[src/inc/cgc_consts.svh]
// register map, field positions, reset values and timing counts
// Overview of operation
// - interrupt enable writable only in auto mode
// - lock toggle sets flag; flag and enable interrupt
// - flag reads zero in manual mode; reset clears
// - control register read clears flag; a lock toggle in the same cycle wins
// - loop power on at reset; locked while vco selected
// - vco select refused while loop is off
// - switchover waits three edges each, output held; the code skips the vco wait while the loop is stopped
// - base clock is selected source halved
// - reset and stop clear source select
// - control register low nibble reads ones
// - auto bandwidth bit writable, reset clears
// - settled indicator read-only in auto, else zero
// - tracking bit status in auto, saved manual value
// - tracking one, acquisition zero, reset clears
// - loss check: write one, wait n*4, read
// - loss detection only with vco selected
// - multiplier zero acts as one, reset six
// - multiplier and range frozen while loop on
// - range zero clears and blocks source select
// - range field resets to six
// - oscillator and loop run only when enabled
`ifndef CGC_CONSTS_SVH
`define CGC_CONSTS_SVH
`define CGC_OFS_CTRL    4'h0
`define CGC_OFS_PBW     4'h4
`define CGC_OFS_PMUL    4'h8
`define CGC_B_IE        7
`define CGC_B_FLAG      6
`define CGC_B_PON       5
`define CGC_B_BSEL      4
`define CGC_B_AUTO      7
`define CGC_B_SETTLE    6
`define CGC_B_TRACK     5
`define CGC_B_LOSS      4
`define CGC_RST_MUL     4'h6
`define CGC_RST_VRS     4'h6
`define CGC_SW_EDGES    2'h3
`define CGC_LOSS_SCALE  2
`endif

[src/inc/cgc_pkg.sv]
// types shared by the clock generator control logic
package cgc_pkg;
  // base clock switchover sequence, gray from run to drain to swap; swap back to run flips both bits
  typedef enum logic [1:0] {
    SW_RUN   = 2'b00,
    SW_DRAIN = 2'b01,
    SW_SWAP  = 2'b11
  } cgc_sw_t;

  // status coming back from the analog loop
  typedef struct packed {
    logic locked;
    logic tracking;
  } cgc_stat_t;

  // controls going out to the analog loop
  typedef struct packed {
    logic       osc_run;
    logic       loop_run;
    logic       auto_bw;
    logic       acq_track;
    logic [3:0] mul_n;
    logic [3:0] range_l;
  } cgc_ctl_t;
endpackage : cgc_pkg

[src/core/cgc_top.sv]
// clock generator control: axi4-lite registers, source switch, status
//
// Our own choices: the register addresses and the AXI4-Lite register port.
`include "cgc_consts.svh"
module cgc_top (
  input  wire logic             aclk,
  input  wire logic             aresetn,
  input  wire logic [3:0]       s_axi_awaddr,
  input  wire logic             s_axi_awvalid,
  output logic                  s_axi_awready,
  input  wire logic [31:0]      s_axi_wdata,
  input  wire logic [3:0]       s_axi_wstrb,
  input  wire logic             s_axi_wvalid,
  output logic                  s_axi_wready,
  output logic [1:0]            s_axi_bresp,
  output logic                  s_axi_bvalid,
  input  wire logic             s_axi_bready,
  input  wire logic [3:0]       s_axi_araddr,
  input  wire logic             s_axi_arvalid,
  output logic                  s_axi_arready,
  output logic [31:0]           s_axi_rdata,
  output logic [1:0]            s_axi_rresp,
  output logic                  s_axi_rvalid,
  input  wire logic             s_axi_rready,
  input  wire logic             xtal_osc_in,
  input  wire logic             vco_clock,
  input  wire cgc_pkg::cgc_stat_t loop_stat_in,
  input  wire logic             oscillator_enable_in,
  input  wire logic             stop_mode_in,
  output cgc_pkg::cgc_ctl_t     loop_ctl_out,
  output logic                  crystal_clock_out,
  output logic                  base_clock_out,
  output logic                  clockgen_interrupt
);
  import cgc_pkg::*;

  // effective multiplier, zero behaves as one
  function automatic logic [3:0] eff_n(input logic [3:0] m);
    eff_n = (m == 4'h0) ? 4'h1 : m;
  endfunction : eff_n

  // register decode of a byte address
  function automatic logic [1:0] reg_sel(input logic [3:0] a);
    case (a)
      `CGC_OFS_CTRL: reg_sel = 2'h1;
      `CGC_OFS_PBW:  reg_sel = 2'h2;
      `CGC_OFS_PMUL: reg_sel = 2'h3;
      default:       reg_sel = 2'h0;
    endcase
  endfunction : reg_sel

  // async inputs: xtal, vco, locked, tracking
  logic [3:0] s1_q, s2_q, s3_q, flt_q, flt_prev_q;
  logic [3:0] flt_d;
  logic       xtal_rise, vco_rise, lock_tog;

  // three-stage synchroniser; a level counts when stages 2 and 3 agree
  always_ff @(posedge aclk) begin
    if (!aresetn) begin
      s1_q       <= 4'h0;
      s2_q       <= 4'h0;
      s3_q       <= 4'h0;
      flt_q      <= 4'h0;
      flt_prev_q <= 4'h0;
    end else begin
      s1_q       <= {xtal_osc_in, vco_clock, loop_stat_in};
      s2_q       <= s1_q;
      s3_q       <= s2_q;
      flt_q      <= flt_d;
      flt_prev_q <= flt_q;
    end
  end

  // keep old value while stages disagree
  assign flt_d = (s2_q & s3_q) | (flt_q & (s2_q | s3_q));
  assign xtal_rise = flt_q[3] & ~flt_prev_q[3];
  assign vco_rise  = flt_q[2] & ~flt_prev_q[2];
  assign lock_tog  = flt_q[1] ^ flt_prev_q[1];

  // register state
  logic       ie_q, flag_q, pon_q, bsel_q, auto_q, acq_man_q, loss_q;
  logic [3:0] mul_q, vrs_q;
  logic       settled, tracking;

  assign settled  = auto_q & flt_q[1];
  assign tracking = auto_q ? flt_q[0] : acq_man_q;

  // axi write channel: address and data taken in either order
  logic       aw_q, w_q, bvalid_q;
  logic [3:0] awaddr_q;
  logic [7:0] wbyte_q;
  logic       wstb_q, do_wr;
  logic [1:0] wsel;

  assign s_axi_awready = ~aw_q & ~bvalid_q;
  assign s_axi_wready  = ~w_q & ~bvalid_q;
  assign do_wr         = aw_q & w_q & ~bvalid_q;
  assign wsel          = reg_sel(awaddr_q);

  // capture write halves, answer once both are held
  always_ff @(posedge aclk) begin
    if (!aresetn) begin
      aw_q     <= 1'b0;
      w_q      <= 1'b0;
      bvalid_q <= 1'b0;
      awaddr_q <= 4'h0;
      wbyte_q  <= 8'h00;
      wstb_q   <= 1'b0;
    end else begin
      if (s_axi_awvalid && s_axi_awready) begin
        aw_q     <= 1'b1;
        awaddr_q <= s_axi_awaddr;
      end
      if (s_axi_wvalid && s_axi_wready) begin
        w_q     <= 1'b1;
        wbyte_q <= s_axi_wdata[7:0];
        wstb_q  <= s_axi_wstrb[0];
      end
      if (do_wr) begin
        aw_q     <= 1'b0;
        w_q      <= 1'b0;
        bvalid_q <= 1'b1;
      end else if (s_axi_bready) begin
        bvalid_q <= 1'b0;
      end
    end
  end

  logic [1:0] bresp_q;
  // unmapped addresses answer slverr
  always_ff @(posedge aclk) begin
    if (!aresetn) begin
      bresp_q <= 2'h0;
    end else if (do_wr) begin
      bresp_q <= (wsel == 2'h0) ? 2'h2 : 2'h0;
    end
  end
  assign s_axi_bvalid = bvalid_q;
  assign s_axi_bresp  = bresp_q;

  // write enables per register, low byte lane only
  logic wr_ctrl, wr_pbw, wr_pmul;
  assign wr_ctrl = do_wr & wstb_q & (wsel == 2'h1);
  assign wr_pbw  = do_wr & wstb_q & (wsel == 2'h2);
  assign wr_pmul = do_wr & wstb_q & (wsel == 2'h3);

  // axi read channel, one outstanding read
  logic        rvalid_q, rd_ctrl;
  logic [31:0] rdata_q;
  logic [1:0]  rresp_q, rsel;

  assign s_axi_arready = ~rvalid_q;
  assign rsel          = reg_sel(s_axi_araddr);
  assign rd_ctrl       = s_axi_arvalid & ~rvalid_q & (rsel == 2'h1);

  // read data registered; reserved high bits are zero
  always_ff @(posedge aclk) begin
    if (!aresetn) begin
      rvalid_q <= 1'b0;
      rdata_q  <= 32'h0000_0000;
      rresp_q  <= 2'h0;
    end else if (s_axi_arvalid && !rvalid_q) begin
      rvalid_q <= 1'b1;
      rresp_q  <= (rsel == 2'h0) ? 2'h2 : 2'h0;
      case (rsel)
        2'h1: rdata_q <= {24'h0, ie_q & auto_q, flag_q & auto_q,
                          pon_q, bsel_q, 4'hf};
        2'h2: rdata_q <= {24'h0, auto_q, settled, tracking,
                          loss_q & bsel_q, 4'h0};
        2'h3: rdata_q <= {24'h0, mul_q, vrs_q};
        default: rdata_q <= 32'h0000_0000;
      endcase
    end else if (s_axi_rready) begin
      rvalid_q <= 1'b0;
    end
  end
  assign s_axi_rvalid = rvalid_q;
  assign s_axi_rdata  = rdata_q;
  assign s_axi_rresp  = rresp_q;

  // bandwidth mode and saved manual tracking value
  always_ff @(posedge aclk) begin
    if (!aresetn) begin
      auto_q    <= 1'b0;
      acq_man_q <= 1'b0;
    end else if (wr_pbw) begin
      auto_q <= wbyte_q[`CGC_B_AUTO];
      // the value written while in auto mode is dropped
      if (!auto_q) begin
        acq_man_q <= wbyte_q[`CGC_B_TRACK];
      end
    end
  end

  // interrupt enable, only writable in auto mode
  always_ff @(posedge aclk) begin
    if (!aresetn) begin
      ie_q <= 1'b0;
    end else if (wr_ctrl && auto_q) begin
      ie_q <= wbyte_q[`CGC_B_IE];
    end
  end

  // lock flag; a toggle in the read cycle wins over the clear
  always_ff @(posedge aclk) begin
    if (!aresetn) begin
      flag_q <= 1'b0;
    end else if (auto_q && lock_tog) begin
      flag_q <= 1'b1;
    end else if (rd_ctrl) begin
      flag_q <= 1'b0;
    end
  end

  // loop power and source select interlocks use old values,
  // so select cannot be set by the write that powers the loop on
  always_ff @(posedge aclk) begin
    if (!aresetn) begin
      pon_q  <= 1'b1;
      bsel_q <= 1'b0;
    end else begin
      if (wr_ctrl && (wbyte_q[`CGC_B_PON] || !bsel_q)) begin
        pon_q <= wbyte_q[`CGC_B_PON];
      end
      if (stop_mode_in || vrs_q == 4'h0) begin
        bsel_q <= 1'b0;
      end else if (wr_ctrl) begin
        bsel_q <= wbyte_q[`CGC_B_BSEL] & pon_q;
      end
    end
  end

  // multiplier and range, frozen while loop is on
  always_ff @(posedge aclk) begin
    if (!aresetn) begin
      mul_q <= `CGC_RST_MUL;
      vrs_q <= `CGC_RST_VRS;
    end else if (wr_pmul && !pon_q) begin
      mul_q <= wbyte_q[7:4];
      vrs_q <= wbyte_q[3:0];
    end
  end

  // crystal loss check: n*4 vco edges with no crystal edge
  logic [5:0] loss_cnt_q;
  logic [5:0] loss_lim;
  logic       loss_run_q;
  assign loss_lim = {eff_n(mul_q), 2'h0};

  always_ff @(posedge aclk) begin
    if (!aresetn) begin
      loss_q     <= 1'b0;
      loss_run_q <= 1'b0;
      loss_cnt_q <= 6'h00;
    end else if (!bsel_q) begin
      loss_q     <= 1'b0;
      loss_run_q <= 1'b0;
    end else if (wr_pbw && wbyte_q[`CGC_B_LOSS]) begin
      loss_q     <= 1'b1;
      loss_run_q <= 1'b1;
      loss_cnt_q <= 6'h00;
    end else if (loss_run_q) begin
      if (xtal_rise) begin
        loss_q     <= 1'b0;
        loss_run_q <= 1'b0;
      end else if (vco_rise) begin
        loss_cnt_q <= loss_cnt_q + 6'h01;
        if (loss_cnt_q + 6'h01 >= loss_lim) begin
          loss_run_q <= 1'b0;
        end
      end
    end
  end

  // base clock switchover sequencer
  cgc_sw_t    sw_q;
  logic       src_q, base_q;
  logic [1:0] xcnt_q, vcnt_q;
  logic       xdone, vdone;
  assign xdone = xcnt_q == `CGC_SW_EDGES;
  // a stopped vco cannot deliver edges, so skip waiting on it
  assign vdone = vcnt_q == `CGC_SW_EDGES || !loop_ctl_out.loop_run;

  always_ff @(posedge aclk) begin
    if (!aresetn) begin
      sw_q   <= SW_RUN;
      src_q  <= 1'b0;
      xcnt_q <= 2'h0;
      vcnt_q <= 2'h0;
    end else if (stop_mode_in) begin
      sw_q  <= SW_RUN;
      src_q <= 1'b0;
    end else begin
      case (sw_q)
        SW_RUN: begin
          xcnt_q <= 2'h0;
          vcnt_q <= 2'h0;
          if (bsel_q != src_q) begin
            sw_q <= SW_DRAIN;
          end
        end
        SW_DRAIN: begin
          if (xtal_rise && !xdone) begin
            xcnt_q <= xcnt_q + 2'h1;
          end
          if (vco_rise && !vdone) begin
            vcnt_q <= vcnt_q + 2'h1;
          end
          if (xdone && vdone) begin
            sw_q <= SW_SWAP;
          end
        end
        SW_SWAP: begin
          src_q <= bsel_q;
          sw_q  <= SW_RUN;
        end
        default: sw_q <= SW_RUN;
      endcase
    end
  end

  // divide by two on selected source edges, held during switchover
  always_ff @(posedge aclk) begin
    if (!aresetn) begin
      base_q <= 1'b0;
    end else if (stop_mode_in) begin
      base_q <= 1'b0;
    end else if (sw_q == SW_RUN && (src_q ? vco_rise : xtal_rise)) begin
      base_q <= ~base_q;
    end
  end
  assign base_clock_out = base_q;

  // outward clock, interrupt and loop controls, all registered
  always_ff @(posedge aclk) begin
    if (!aresetn) begin
      crystal_clock_out  <= 1'b0;
      clockgen_interrupt <= 1'b0;
      loop_ctl_out       <= '0;
    end else begin
      crystal_clock_out  <= flt_q[3] & oscillator_enable_in
                            & ~stop_mode_in;
      clockgen_interrupt <= flag_q & ie_q & auto_q
                            & ~stop_mode_in;
      loop_ctl_out.osc_run   <= oscillator_enable_in;
      loop_ctl_out.loop_run  <= pon_q & oscillator_enable_in
                                & (vrs_q != 4'h0);
      loop_ctl_out.auto_bw   <= auto_q;
      loop_ctl_out.acq_track <= acq_man_q;
      loop_ctl_out.mul_n     <= eff_n(mul_q);
      loop_ctl_out.range_l   <= vrs_q;
    end
  end

  // read-back helper for checks
  logic rd_was_ctrl_q;
  always_ff @(posedge aclk) begin
    if (!aresetn) begin
      rd_was_ctrl_q <= 1'b0;
    end else if (s_axi_arvalid && !rvalid_q) begin
      rd_was_ctrl_q <= rsel == 2'h1;
    end
  end

  a_irq_from_flag: assert property (@(posedge aclk) disable iff (!aresetn)
    !stop_mode_in |=> clockgen_interrupt ==
      $past(flag_q & ie_q & auto_q))
    else $error("interrupt does not follow flag and enable");
  a_flag_on_tog: assert property (@(posedge aclk) disable iff (!aresetn)
    auto_q && lock_tog |=> flag_q)
    else $error("lock toggle did not set flag");
  a_flag_rd_clr: assert property (@(posedge aclk) disable iff (!aresetn)
    rd_ctrl && !lock_tog |=> !flag_q)
    else $error("control read left flag set");
  a_ctrl_ones: assert property (@(posedge aclk) disable iff (!aresetn)
    s_axi_rvalid && rd_was_ctrl_q |-> s_axi_rdata[3:0] == 4'hf
      && (auto_q || s_axi_rdata[7:6] == 2'h0 || $changed(auto_q)))
    else $error("control low nibble not ones");
  a_bsel_needs_on: assert property (@(posedge aclk) disable iff (!aresetn)
    $rose(bsel_q) |-> $past(pon_q) && vrs_q != 4'h0)
    else $error("source select set while loop off");
  a_pon_held: assert property (@(posedge aclk) disable iff (!aresetn)
    $past(bsel_q) && $past(pon_q) |-> pon_q)
    else $error("loop powered off with vco selected");
  a_mul_frozen: assert property (@(posedge aclk) disable iff (!aresetn)
    pon_q |=> $stable(mul_q) && $stable(vrs_q))
    else $error("multiplier changed while loop on");
  a_vrs_zero: assert property (@(posedge aclk) disable iff (!aresetn)
    vrs_q == 4'h0 |=> !bsel_q)
    else $error("select kept with zero range");
  a_base_hold: assert property (@(posedge aclk) disable iff (!aresetn)
    sw_q != SW_RUN && !stop_mode_in ##1 !stop_mode_in
      |-> $stable(base_clock_out))
    else $error("base clock moved during switchover");
  a_loss_gated: assert property (@(posedge aclk) disable iff (!aresetn)
    !bsel_q |=> !loss_q)
    else $error("loss bit set with crystal selected");
endmodule : cgc_top

[config.mk]
export PLATFORM = sky130hd
export DESIGN_NAME = cgc_top
export DESIGN_NICKNAME = d
export VERILOG_FILES = /design/src/inc/cgc_pkg.sv /design/src/core/cgc_top.sv
export VERILOG_INCLUDE_DIRS = /design/src /design/src/inc
export SDC_FILE = /design/constraint.sdc
export NUM_CORES = 1
export LEC_CHECK = 0
export BUFFER_PORTS_ARGS = -buffer_cell sky130_fd_sc_hd__buf_2
export CORE_MARGIN = 2
export CORE_UTILIZATION = 45
export CTS_BUF_LIST = sky130_fd_sc_hd__clkbuf_4 sky130_fd_sc_hd__clkbuf_8 sky130_fd_sc_hd__clkbuf_16
export CTS_CLUSTER_DIAMETER = 40
export CTS_CLUSTER_SIZE = 16
export DETAILED_ROUTE_END_ITERATION = 10
export GPL_ROUTABILITY_DRIVEN = 0
export PLACE_DENSITY = 0.71
export SETUP_SLACK_MARGIN = 0.2
export SYNTH_ARGS = -nofsm -noshare
export SYNTH_HDL_FRONTEND = slang
export SYNTH_SLANG_ARGS = --single-unit
[constraint.sdc]
create_clock -name aclk -period 3.25 [get_ports aclk]
set_clock_uncertainty 0.15 [all_clocks]
set_input_delay 0.1625 -clock aclk [delete_from_list [all_inputs] [get_ports aclk]]
set_output_delay 0.1625 -clock aclk [all_outputs]
set_load 0.005 [all_outputs]
# Word level (Yosys, flattened, before mapping)
# Index checks and enable logic that the tools add are counted.
dict set report word_totals {
  ff_bits 117
  latchBits 0
  ramBits 0
  rom_bits 0
  input_bits 57
  output_inout_bits 56
  wordCells 181
  n_memories 0
}
dict set report op_classes {
  addsub 3
  n_mul 0
  div_mod_pow 0
  magnitude_cmp 1
  eq_ne 20
  n_shift 0
  muxes 33
  bitwise 39
  n_reduce_logical 46
}
# op n
set ops {}
lappend ops {{$and 1x1->1} 24}
lappend ops {{$mux 6} 4}
lappend ops {{$pmux 8 s3} 1}
lappend ops {{$logic_not 4->1} 4}
lappend ops {{$mux 1} 16}
lappend ops {{$eq 2x2->1 const B} 7}
lappend ops {{$reduce_bool 2->1} 7}
lappend ops {{$logic_and 1x1->1} 12}
lappend ops {{$mux 2} 6}
lappend ops {{$pmux 2 s2} 3}
lappend ops {{$pmux 2 s3} 2}
lappend ops {{$not 1->1} 10}
lappend ops {{$and 4x4->4} 2}
lappend ops {{$eq 4x3->1 const B} 2}
lappend ops {{$eq 4x4->1 const B} 2}
lappend ops {{$ne 2x2->1 const B} 4}
lappend ops {{$or 4x4->4} 2}
lappend ops {{$reduce_and 2->1} 4}
lappend ops {{$add 6x1->6 const B} 1}
lappend ops {{$eq 2x1->1 const B} 3}
lappend ops {{$ge 6x6->1} 1}
lappend ops {{$logic_not 1->1} 6}
lappend ops {{$logic_not 2->1} 3}
lappend ops {{$reduce_and 3->1} 2}
lappend ops {{other kinds (9)} 14}

# Logic depth before layout (Yosys ltp)
# Gate-level depths: netlist (run 1).
dict set report depth {
  ltp_word 8
  depth_mapped 8
}

# Worst setup path before layout (run 1)
# Ideal clock, no wire load.
dict set report synth_timing {
  path_kind {reg2reg}
  start {register loss_cnt_q[2]}
  end {register loss_run_q}
  setup_ps 70
  arrival_ps 1786
  setup_slack_ps 1244
  stages_incl_launch_ff 9
  synth_period_minus_slack_ps 2006
  cell_sequence {dfxtp_1 and3_1 nand3_1 xnor2_1 ha_1 and3_1 a221oi_1 o311ai_0 a21oi_1}
}
dict set report synth_via {
  elab_chain_len 7
}
# element line_no
set synth_lines {}
lappend synth_lines {{from (decl)} cgc_top.sv:245} ;# logic [5:0] loss_cnt_q;
lappend synth_lines {{from (signal assigned)} cgc_top.sv:267} ;# loss_cnt_q <= loss_cnt_q + 6'h01;
lappend synth_lines {{$add 6x1->6} cgc_top.sv:268} ;# if (loss_cnt_q + 6'h01 >= loss_lim) begin
lappend synth_lines {{$ge 6x6->1} cgc_top.sv:268}
lappend synth_lines {{$mux 1} cgc_top.sv:268}
lappend synth_lines {{$mux 1} cgc_top.sv:266} ;# end else if (vco_rise) begin
lappend synth_lines {{$mux 1} cgc_top.sv:263} ;# if (xtal_rise) begin
lappend synth_lines {{$mux 1} cgc_top.sv:262} ;# end else if (loss_run_q) begin
lappend synth_lines {{$mux 1} cgc_top.sv:258} ;# end else if (wr_pbw && wbyte_q[`CGC_B_LOSS]) begin
lappend synth_lines {{to (signal assigned)} cgc_top.sv:257} ;# loss_run_q <= 1'b0;
lappend synth_lines {{to (signal assigned)} cgc_top.sv:260} ;# loss_run_q <= 1'b1;
lappend synth_lines {{to (signal assigned)} cgc_top.sv:265} ;# loss_run_q <= 1'b0;
lappend synth_lines {{to (decl)} cgc_top.sv:247} ;# logic loss_run_q;
# No other way between the ends.
# A chain may end at the register's enable or synchronous reset.

# Final worst setup path (run 1)
# Ends and elaborated chain as after synthesis.

==> results of run 1 <==
flip-flops by register name, indices dropped and copies added (netlist names), 2 cells and up:
name          flops
awaddr_q          4
loss_cnt_q        6
mul_q             4
vrs_q             4
flt_prev_q        3
flt_q             4
xcnt_q            2
sw_q              2
s_axi_rdata       8
loop_ctl_out     12
wbyte_q           8
s1_q              4
s3_q              4
s2_q              4
vcnt_q            2
layout make-up:
class / count / area (um2)
Fill cell: 763 / 3700
Sequential cell: 90 / 1800
Multi-Input combinational cell: 289 / 1750
Timing Repair Buffer: 83 / 531
Inverter: 14 / 52.6
Clock buffer: 11 / 145
Clock inverter: 5 / 61.3
Tap cell: 105 / 131
tightest hold or removal path, cell delays in order:
cell       delay (ns)
buf_2            0.13
a2111oi_4        0.07
nand2_1          0.06
o21ai_0          0.06
cells in the mapped netlist (2+ instances only):
cell | instances | area share (%)
a21o_1 | 2 | 0.40
nor3_1 | 4 | 0.53
a22oi_1 | 3 | 0.60
nand3_1 | 9 | 1.2
and3b_1 | 2 | 0.46
a211oi_1 | 6 | 1.2
xnor2_1 | 5 | 1.2
dfxtp_1 | 90 | 48
ha_1 | 8 | 2.7
nor2b_1 | 3 | 0.50
a21oi_1 | 27 | 3.6
nand4_1 | 3 | 0.50
clkbuf_1 | 10 | 0.99
o2bb2ai_1 | 3 | 0.70
xor2_1 | 2 | 0.46
nand2_1 | 50 | 5.0
nor2_1 | 37 | 3.7
or3b_1 | 2 | 0.46
inv_1 | 14 | 1.4
and3_1 | 2 | 0.33
nand3b_1 | 2 | 0.40
buf_2 | 3 | 0.40
mux2i_1 | 21 | 5.6
and4bb_2 | 2 | 0.66
a31oi_1 | 2 | 0.33
buf_1 | 2 | 0.20
nand4b_1 | 2 | 0.46
nand2b_1 | 10 | 1.7
o21ai_0 | 12 | 1.6
o211ai_1 | 2 | 0.40
and2_1 | 23 | 3.8
o22ai_1 | 3 | 0.50
buf_4 | 27 | 5.4
cells by family after synthesis:
kind of cell | count (synthesis) | share of synthesized area (%)
AOI/OAI and AO/OA | 68 | 11.9
xor gates and xnor gates | 7 | 1.62
adders and majority gates | 8 | 2.65
buffers and inverters | 56 | 8.35
DFF | 90 | 47.7
muxes | 21 | 5.57
other | 1 | 0.0993
and+or+nand+nor | 159 | 22.1
cells in the final DEF, fill, tap and decap left out, drive strengths merged, types with 2 or more instances in the layout:
cell	Yosys	layout
a31oi	2	2
clkbuf	10	11
nand4	3	3
clkinvlp	0	3
conb	1	26
a21oi	27	27
nand3b	2	2
dfxtp	90	90
nor2b	3	3
or3b	2	2
a21o	2	2
nand3	10	10
buf	32	61
nor4	2	2
inv	14	15
and3b	2	2
nor3	4	4
nor4b	2	2
dlygate4sd3	0	22
nand2	50	50
xor2	2	2
nor2	37	37
xnor2	5	5
mux2i	21	21
o21ai	12	12
a22oi	3	3
o211ai	2	2
o2bb2ai	3	3
and4bb	2	2
and3	2	2
a211oi	7	7
nand4b	2	2
ha	8	8
nand2b	10	10
o22ai	3	3
and2	23	23
path summary, 6_finish.rpt:
kind | from | endpoint | slack (ns)
setup reg to reg | loss_cnt_q[2]$_SDFFE_PN0P_ | loss_run_q$_SDFF_PN0_ | 0.90
setup / recovery | loss_cnt_q[2]$_SDFFE_PN0P_ | loss_run_q$_SDFF_PN0_ | 0.90
hold / removal | s_axi_araddr[0] | s_axi_rdata[5]$_SDFFE_PN0P_ | 0.02
hold reg to reg | s1_q[3]$_SDFF_PN0_ | s2_q[3]$_SDFF_PN0_ | 0.29
metal layers:
layer / global-route usage [%] / vias to the layer above / wire, um / part of all wire [%]
li1: - / 1498 / - / -
met1: 23.0 / 1364 / 3580 / 46
met2: 29.6 / 80 / 3620 / 47
met3: 3.87 / 11 / 399 / 5.2
met4: 7.26 / 0 / 120 / 1.6
met5: 0 / - / 0 / 0
where the power goes:
group	internal (mW)	leakage (nW)	switching [mW]
clock	0.388	0.0956	0.385
combinational	0.0739	1.13	0.0834
sequential	1.13	0.733	0.0241
total	1.59	1.96	0.493
stage by stage:
step	instance area, um2	total power, mW	hold slack (ns)
after floorplan	3870	1.29	0.0891
after global placement	4050	1.31	0.221
after detailed placement	4050	1.32	0.221
after CTS	4480	2.10	0.00379
after global routing	4480	2.17	0.0584
final	4480	2.09	0.0176
timing repair:
item,4_1_cts,5_1_grt
gates resized for setup,0,0
endpoints found under the hold margin,23,0
hold buffers,22,0
==> results.py, run 1 <==
metrics = {
    "timing": {
        "layout_worst_path_cycle_share_pct": 72.5,
        "period_needed_ns": 2.35,
        "slew_viol_final": 0,
        "hold_violations": 0,
        "worst_slew_pin_slew_ns": 0.619,
        "fin_ws_ns": 0.895,
        "grt_setup_unrepaired": "false",
        "max_freq_mhz": 425,
        "relSlewSlack_pct": 58.5,
        "fin_tns_setup_ns": 0,
        "setup_violations": 0,
    },
    "final_layout": {
        "fin_nets": 552,
        "area_delta_synth_final_pct": 18.5,
        "diodes": 0,
        "drive_above_1_share_pct": 17.9,
        "fin_cells": 597,
        "finalCoreUtilization_pct": 54.7,
    },
    "setup_path": {
        "worstSetupEndpointType": "register",
        "critPathArrivalTime_ns": 2.49,
        "cp_data_required_time_ns": 3.39,
        "rr_worst_depth": 8,
        "path_common_cell": "and3_1",
        "critPathLaunchType": "register",
        "worst-setup-path-type": "reg2reg",
        "crit_path_max_fanout": 7,
        "cp_top_family": "compound AO/OA/AOI/OAI gates",
        "path_depth": 8,
        "cp_num_buf_inv": 0,
        "slowest_stage": "dfxtp_1",
        "slowest_delay_ns": 0.46,
        "crit_chain": "and3_1, nand3_1, xnor2_1, ha_1, and3_1, a221oi_1, o311ai_0, a21oi_1",
    },
    "floorplanning": {
        "fp.dieW_um": 95.6,
        "initial_core_util_pct": 46.2,
        "num_rows": 33,
        "io_pins": 113,
        "die-area_mm2": 0.00914,
        "die_h_um": 95.6,
        "coreArea_mm2": 0.00818,
    },
    "power": {
        "vdd_ir_drop_max_mv": 0.255,
        "cellLeakagePower_nw": 1.96,
        "power_density_mw_per_mm2": 466,
    },
    "detailed_routing": {
        "first_pass_iters": 4,
        "ant_nets": 0,
        "vias": 2953,
        "via_per_inst": 4.95,
        "wl_um": 7720,
        "drc_errors": 0,
        "post_drt_wl_per_cell_um": 12.9,
        "drt_iter0_drc": 131,
    },
    "grt": {
        "gr-total-overflow": 0,
        "grt_max_degree": 48,
        "grt_pass1_vias": 2760,
        "grt_pass1_wl_um": 12900,
        "grt_use_total_pct": 18.0,
        "antenna_found_initial": 0,
    },
    "worst_hold_path": {
        "hold_path_class": "in2reg",
        "holdPathStages": 4,
    },
    "placement": {
        "io_buffers": 59,
        "dp_hpwl_um": 5310,
        "place_inst": 559,
        "place_ws_ns": 0.939,
    },
    "cts": {
        "cts_tree": "done",
        "numClockSinks": 90,
        "cts_buffers": 9,
        "postCtsSetupBuffers": 0,
        "cts_root_buf": "clkbuf_8",
        "htree_levels": 3,
        "clk_pin_slew_worst_paths_ns": 0.09,
        "clk_latency_ns": 0.35,
        "cts_buffer_depth": 2,
    },
    "yosys": {
        "ys_ff_latch": 90,
        "seq_area_frac_synth_pct": 47.7,
        "async_flop_share_pct": 0,
        "syn_area_per_cell_um2": 9.21,
        "synth_flop_cell": "dfxtp_1",
        "synth_warnings": 0,
        "syn-cell-area_mm2": 0.00378,
        "synth-edff-count": 0,
        "netlist_instances": 410,
        "yosys.cell_types.count": 50,
    },
    "run": {
        "maxCapViolCount": 0,
    },
    "outcome": {
        "outcome": "complete, no violations",
    },
}
(Power assumes the default switching activity.)
==> run 2, diff against run 1 <==
- PLACE_DENSITY: 0.71 -> 0.74
- clock period: 3.25 -> 2.1 ns (I/O delays scaled with it)
==> run 2 against run 1 <==
  * Register-to-register slack got worse by 0.86 ns
  * Hold slack improved by 0.018 ns
  * Critical endpoint unchanged
  * First-iteration DRC count decreased by 6.9%
  * Critical path depth unchanged
  * Worst setup slack got worse by 0.86 ns
  * Clock power increased by 57%
  * Core utilization increased by 2.0 points
  * Flip-flop and latch count unchanged
  * Non-clock buffer count increased by 11
==> results.py, run 2 (synthesis gave the netlist of run 1 again) <==
metrics = {
    "power": {
        "power_density_mw_per_mm2": 702,
        "switching_share_pct": 24.0,
        "cellLeakagePower_nw": 2.03,
        "intPower_mw": 2.48,
        "power_frac_clock_pct": 37.3,
        "switching_power_uw": 781,
        "p_comb_share_pct": 7.8,
        "vdd_ir_drop_max_mv": 0.336,
        "seqPwrFrac_pct": 54.9,
    },
    "setup_path": {
        "worstSetupEndpointType": "register",
        "crit_chain": "and3_4, nand3_4, xnor2_2, ha_1, and3_4, a221oi_2, o311ai_1, a21oi_1",
        "rr_worst_depth": 8,
        "critPathArrivalTime_ns": 2.19,
        "slowest_stage": "dfxtp_4",
        "path_common_cell": "and3_4",
        "r2r_end": "loss_run_q$_SDFF_PN0_",
        "reg2reg_from": "loss_cnt_q[1]$_SDFFE_PN0P_",
        "worst-setup-path-type": "reg2reg",
        "critPathLaunchType": "register",
        "cp_data_required_time_ns": 2.23,
        "slowest_delay_ns": 0.38,
        "r2r_setup_slack_ns": 0.04,
        "crit_path_max_fanout": 5,
    },
    "grt": {
        "grt_use_total_pct": 17.6,
        "grt_pass1_wl_um": 12500,
        "grt_pass1_vias": 2733,
        "gr-total-overflow": 0,
        "grt_max_degree": 30,
        "antenna_found_initial": 0,
    },
    "worst_hold_path": {
        "holdPathStages": 4,
        "worstHoldStart": "s_axi_araddr[3]",
        "hold_path_class": "in2reg",
        "hold_end": "s_axi_rdata[5]$_SDFFE_PN0P_",
    },
    "cts": {
        "cts_buffers": 9,
        "cts_tree": "done",
        "numClockSinks": 90,
        "cts_buffer_depth": 2,
        "cts_root_buf": "clkbuf_8",
        "htree_levels": 3,
        "clk_pin_slew_worst_paths_ns": 0.08,
        "clk_latency_ns": 0.35,
    },
    "detailed_routing": {
        "ant_nets": 0,
        "vias": 2974,
        "post_drt_wl_per_cell_um": 12.8,
        "via_per_inst": 4.89,
        "drt_iter0_drc": 122,
        "first_pass_iters": 4,
        "wl_um": 7800,
        "drc_errors": 0,
    },
    "placement": {
        "io_buffers": 59,
        "dp_hpwl_um": 5380,
    },
    "final_layout": {
        "finalCoreUtilization_pct": 56.8,
        "drive_above_1_share_pct": 21.5,
        "area_delta_synth_final_pct": 22.9,
        "largest_register_ffs": 12,
        "num-fill-cells": 714,
        "multi_input_area_mm2": 0.00181,
        "top_register": "loop_ctl_out",
        "regArea_mm2": 0.00181,
        "fin_nets": 563,
        "mostFrequentLayoutCell": "dfxtp_1",
        "final_cell_mix": "86 x dfxtp_1, 59 x buf_2, 50 x nand2_1",
        "diodes": 0,
    },
    "timing": {
        "period_needed_ns": 2.06,
        "worst_slew_pin_slew_ns": 0.615,
        "setup_violations": 0,
        "slew_viol_final": 0,
        "hold_violations": 0,
        "layout_worst_path_cycle_share_pct": 98.3,
        "grt_setup_unrepaired": "true",
        "relSlewSlack_pct": 58.6,
        "hold_ws_ns": 0.0355,
        "max_freq_mhz": 484,
    },
    "floorplanning": {
        "num_rows": 33,
        "die-area_mm2": 0.00914,
        "coreArea_mm2": 0.00818,
        "initial_core_util_pct": 46.2,
        "fp.dieW_um": 95.6,
        "io_pins": 113,
        "die_h_um": 95.6,
    },
    "outcome": {
        "outcome": "complete, no violations",
    },
    "run": {
        "maxCapViolCount": 0,
    },
}
-- run 2: routing by layer --
metal / part of all wire (%) / track usage (%) / vias to the layer above
met5: 0 / 0 / -
met4: 1.7 / 8.69 / 0
met3: 4.2 / 3.64 / 12
met2: 47 / 28.8 / 82
met1: 47 / 22.0 / 1366
li1: - / - / 1514
-- run 2: how the worst max path moves through the flow --
stage / to / start / cells past startpoint
5_1_grt: loss_run_q$_SDFF_PN0_ / loss_cnt_q[1]$_SDFFE_PN0P_ / 8
3_3_place_gp: loss_run_q$_SDFF_PN0_ / loss_cnt_q[2]$_SDFFE_PN0P_ / 8
3_5_place_dp: loss_run_q$_SDFF_PN0_ / loss_cnt_q[1]$_SDFFE_PN0P_ / 8
2_1_floorplan: loss_run_q$_SDFF_PN0_ / loss_cnt_q[2]$_SDFFE_PN0P_ / 8
6_report: loss_run_q$_SDFF_PN0_ / loss_cnt_q[1]$_SDFFE_PN0P_ / 8
4_1_cts: loss_run_q$_SDFF_PN0_ / loss_cnt_q[1]$_SDFFE_PN0P_ / 8
-- run 2: stage by stage --
| stage | power [mW] | cells | TNS (ns) | instance area (um2) | setup slack [ns] |
|---|---|---|---|---|---|
| after floorplan | 1.99 | 435 | 0 | 3910 | 0.197 |
| after global routing | 3.39 | 608 | -0.0425 | 4640 | -0.0425 |
| after CTS | 3.28 | 607 | 0 | 4620 | 0.0653 |
| final | 3.26 | 608 | 0 | 4640 | 0.0356 |
| after global placement | 2.03 | 562 | 0 | 4110 | 0.0969 |
| after detailed placement | 2.04 | 562 | 0 | 4110 | 0.00956 |
-- run 2: worst max-delay path, delay by kind of cell (launching register included) --
family	cells	cell delay, ns
adder cells (fa/ha/maj)	1	0.28
flip-flops	1	0.38
AND/OR/NAND/NOR	3	0.46
AO/OA/AOI/OAI	3	0.54
XOR/XNOR	1	0.19
-- run 2: area by class of cell --
type | count | area share, %
Multi-Input combinational cell | 289 | 39.1
Timing Repair Buffer | 94 | 13.4
Clock buffer | 11 | 3.13
Clock inverter | 5 | 1.35
Inverter | 14 | 1.13
Sequential cell | 90 | 39.1
Tap cell | 105 | 2.83
-- run 2: power by group through the flow --
stage	sequential [mW]	combinational, mW	clock, mW
6_report	1.79	0.254	1.21
5_1_grt	1.80	0.286	1.31
4_1_cts	1.79	0.253	1.24
3_5_place_dp	1.83	0.212	0
3_3_place_gp	1.83	0.207	0
2_1_floorplan	1.82	0.173	0
-- run 2: what timing repair did --
| item | 4_1_cts | 5_1_grt |
|---|---|---|
| setup buffers | 4 | 1 |
| pin swaps | 5 | 2 |
| hold buffers | 25 | 0 |
| gates resized for setup | 3 | 3 |
| hold endpoints to repair | 30 | 0 |
| endpoints found under the setup margin | 1 | 1 |
==> run 3, diff against run 2 <==
- CORE_MARGIN: 2 -> unset
- CTS_CLUSTER_DIAMETER: 40 -> unset
==> run 3 against run 2 <==
  * Cell count decreased by 0.33%
  * Maximum frequency increased by 0.41%
  * Die area decreased by 4.1%
  * Power decreased by 4.7%
==> results.py, run 3 (synthesis gave the netlist of run 1 again) <==
metrics = {
    "outcome": {
        "outcome": "complete, no violations",
    },
    "grt": {
        "antenna_found_initial": 0,
        "top_usage_layer": "met2",
        "grt_use_total_pct": 18.3,
        "grt_pass1_vias": 2733,
        "met3_usage_pct": 4.31,
        "grtUsageMet2_pct": 30.6,
        "use_met1_pct": 22.9,
        "grt_max_degree": 32,
        "grt_pass1_wl_um": 12600,
        "gr-total-overflow": 0,
    },
    "placement": {
        "place_area_mm2": 0.00411,
        "io_buffers": 59,
        "dp_hpwl_um": 5380,
    },
    "timing": {
        "setup_violations": 0,
        "grt_setup_unrepaired": "true",
        "hold_ws_ns": 0.0360,
        "slew_viol_final": 0,
        "max_freq_mhz": 486,
        "period_needed_ns": 2.06,
        "worst_slew_pin_slew_ns": 0.578,
        "layout_worst_path_cycle_share_pct": 97.9,
        "hold_violations": 0,
        "relSlewSlack_pct": 61.1,
    },
    "final_layout": {
        "diodes": 0,
        "largest_register_ffs": 12,
        "final_area_mm2": 0.00461,
        "mostFrequentLayoutCell": "dfxtp_1",
        "top_register": "loop_ctl_out",
        "drive_above_1_share_pct": 21.2,
        "area_delta_synth_final_pct": 22.0,
        "fin_nets": 561,
        "final_cell_mix": "86 x dfxtp_1, 59 x buf_2, 50 x nand2_1",
        "num-fill-cells": 757,
    },
    "power": {
        "switching_power_uw": 790,
        "p_comb_share_pct": 8.2,
        "seqPwrFrac_pct": 57.6,
        "cellLeakagePower_nw": 2.02,
        "intPower_mw": 2.31,
        "power_density_mw_per_mm2": 674,
        "switching_share_pct": 25.5,
        "power_frac_clock_pct": 34.1,
        "vdd_ir_drop_max_mv": 0.407,
    },
    "floorplanning": {
        "initial_core_util_pct": 46.2,
        "coreArea_mm2": 0.00818,
        "fp.dieW_um": 93.6,
        "die-area_mm2": 0.00876,
        "die_h_um": 93.6,
        "io_pins": 113,
        "num_rows": 33,
    },
    "setup_path": {
        "cp_data_required_time_ns": 2.23,
        "worst-setup-path-type": "reg2reg",
        "cp_top_family": "compound AO/OA/AOI/OAI gates",
        "slowest_delay_ns": 0.39,
        "path_common_cell": "and3_4",
        "critPathLaunchType": "register",
        "crit_chain": "and3_4, nand3_4, xnor2_2, ha_1, and3_4, a221oi_4, o311ai_1, a21oi_1",
        "slowest_stage": "dfxtp_4",
        "crit_path_max_fanout": 5,
        "critPathArrivalTime_ns": 2.19,
        "cp_num_buf_inv": 0,
        "worstSetupEndpointType": "register",
    },
    "detailed_routing": {
        "ant_nets": 0,
        "wl_um": 7640,
        "post_drt_wl_per_cell_um": 12.6,
        "vias": 2982,
        "first_pass_iters": 5,
        "drc_errors": 0,
        "via_per_inst": 4.92,
        "drt_iter0_drc": 149,
    },
    "cts": {
        "numClockSinks": 90,
        "clk_latency_ns": 0.35,
        "cts_tree": "done",
        "cts_root_buf": "clkbuf_8",
        "clk_pin_slew_worst_paths_ns": 0.09,
        "cts_buffers": 9,
        "cts_buffer_depth": 2,
        "htree_levels": 3,
    },
    "worst_hold_path": {
        "hold_path_class": "in2reg",
    },
    "run": {
        "maxCapViolCount": 0,
    },
}
-- run 3: cell types whose count changed in the layout (fill, tap and decap cells not counted), sizes merged --
| cell | before | now |
|---|---|---|
| clkinvlp | 2 | 1 |
| clkbuf | 11 | 9 |
| buf | 69 | 67 |
| bufinv | 1 | 0 |
| clkinv | 1 | 4 |
| inv | 15 | 16 |
-- run 3: per-layer routing --
layer	vias to the layer above	part of all wire, %
met5	-	0
met1	1394	46
met3	4	4.6
met4	0	0.94
met2	72	48
li1	1512	-
-- run 3: layout make-up --
class,count,area [um2],area share (%)
sequential,90,1810,39.4
timing repair buffer,92,606,13.1
clock buffer,9,124,2.69
tap,105,131,2.85
multi-input combinational,289,1830,39.6
inverter,14,52.6,1.14
clock inverter,7,52.6,1.14
-- run 3: path summary, 6_finish.rpt --
| check | depth (start not counted) | endpoint | slack [ns] | startpoint |
|---|---|---|---|---|
| max | 8 | loss_run_q$_SDFF_PN0_ | 0.04 | loss_cnt_q[1]$_SDFFE_PN0P_ |
| min | 4 | s_axi_rdata[5]$_SDFFE_PN0P_ | 0.04 | s_axi_araddr[3] |
| max reg2reg | 8 | loss_run_q$_SDFF_PN0_ | 0.04 | loss_cnt_q[1]$_SDFFE_PN0P_ |
| min reg2reg | 1 | s2_q[3]$_SDFF_PN0_ | 0.29 | s1_q[3]$_SDFF_PN0_ |
-- run 3: power by group through the flow --
stage / sequential, mW / clock, mW / combinational (mW)
finish: 1.79 / 1.06 / 0.255
global route: 1.80 / 1.16 / 0.288
CTS: 1.79 / 1.10 / 0.255
detailed placement: 1.83 / 0 / 0.212
global placement: 1.83 / 0 / 0.208
floorplan: 1.82 / 0 / 0.173
-- run 3: through the flow --
step	instances	total power [mW]	utilization, %	setup WS, ns	setup TNS (ns)
after floorplan	435	1.99	-	0.197	0
after global placement	562	2.03	50.3	0.0949	0
after detailed placement	562	2.04	50.3	0.0634	0
after CTS	606	3.14	56.0	0.117	0
after global routing	606	3.25	56.3	-0.0444	-0.0444
final	606	3.10	56.3	0.0441	0
-- run 3: timing repair --
item,in CTS,in global routing
hold buffers,25,0
resized for setup,3,4
pin swaps,4,0
setup buffers,3,0
hold endpoints to repair,35,0
endpoints found under the setup margin,1,1
-- run 3: worst reg2reg max path, delay by kind of cell, from the launching register on --
family	cells	cell delay [ns]
compound gates	3	0.51
fa+ha+maj	1	0.31
xor+xnor	1	0.15
simple gates	3	0.48
flops	1	0.39
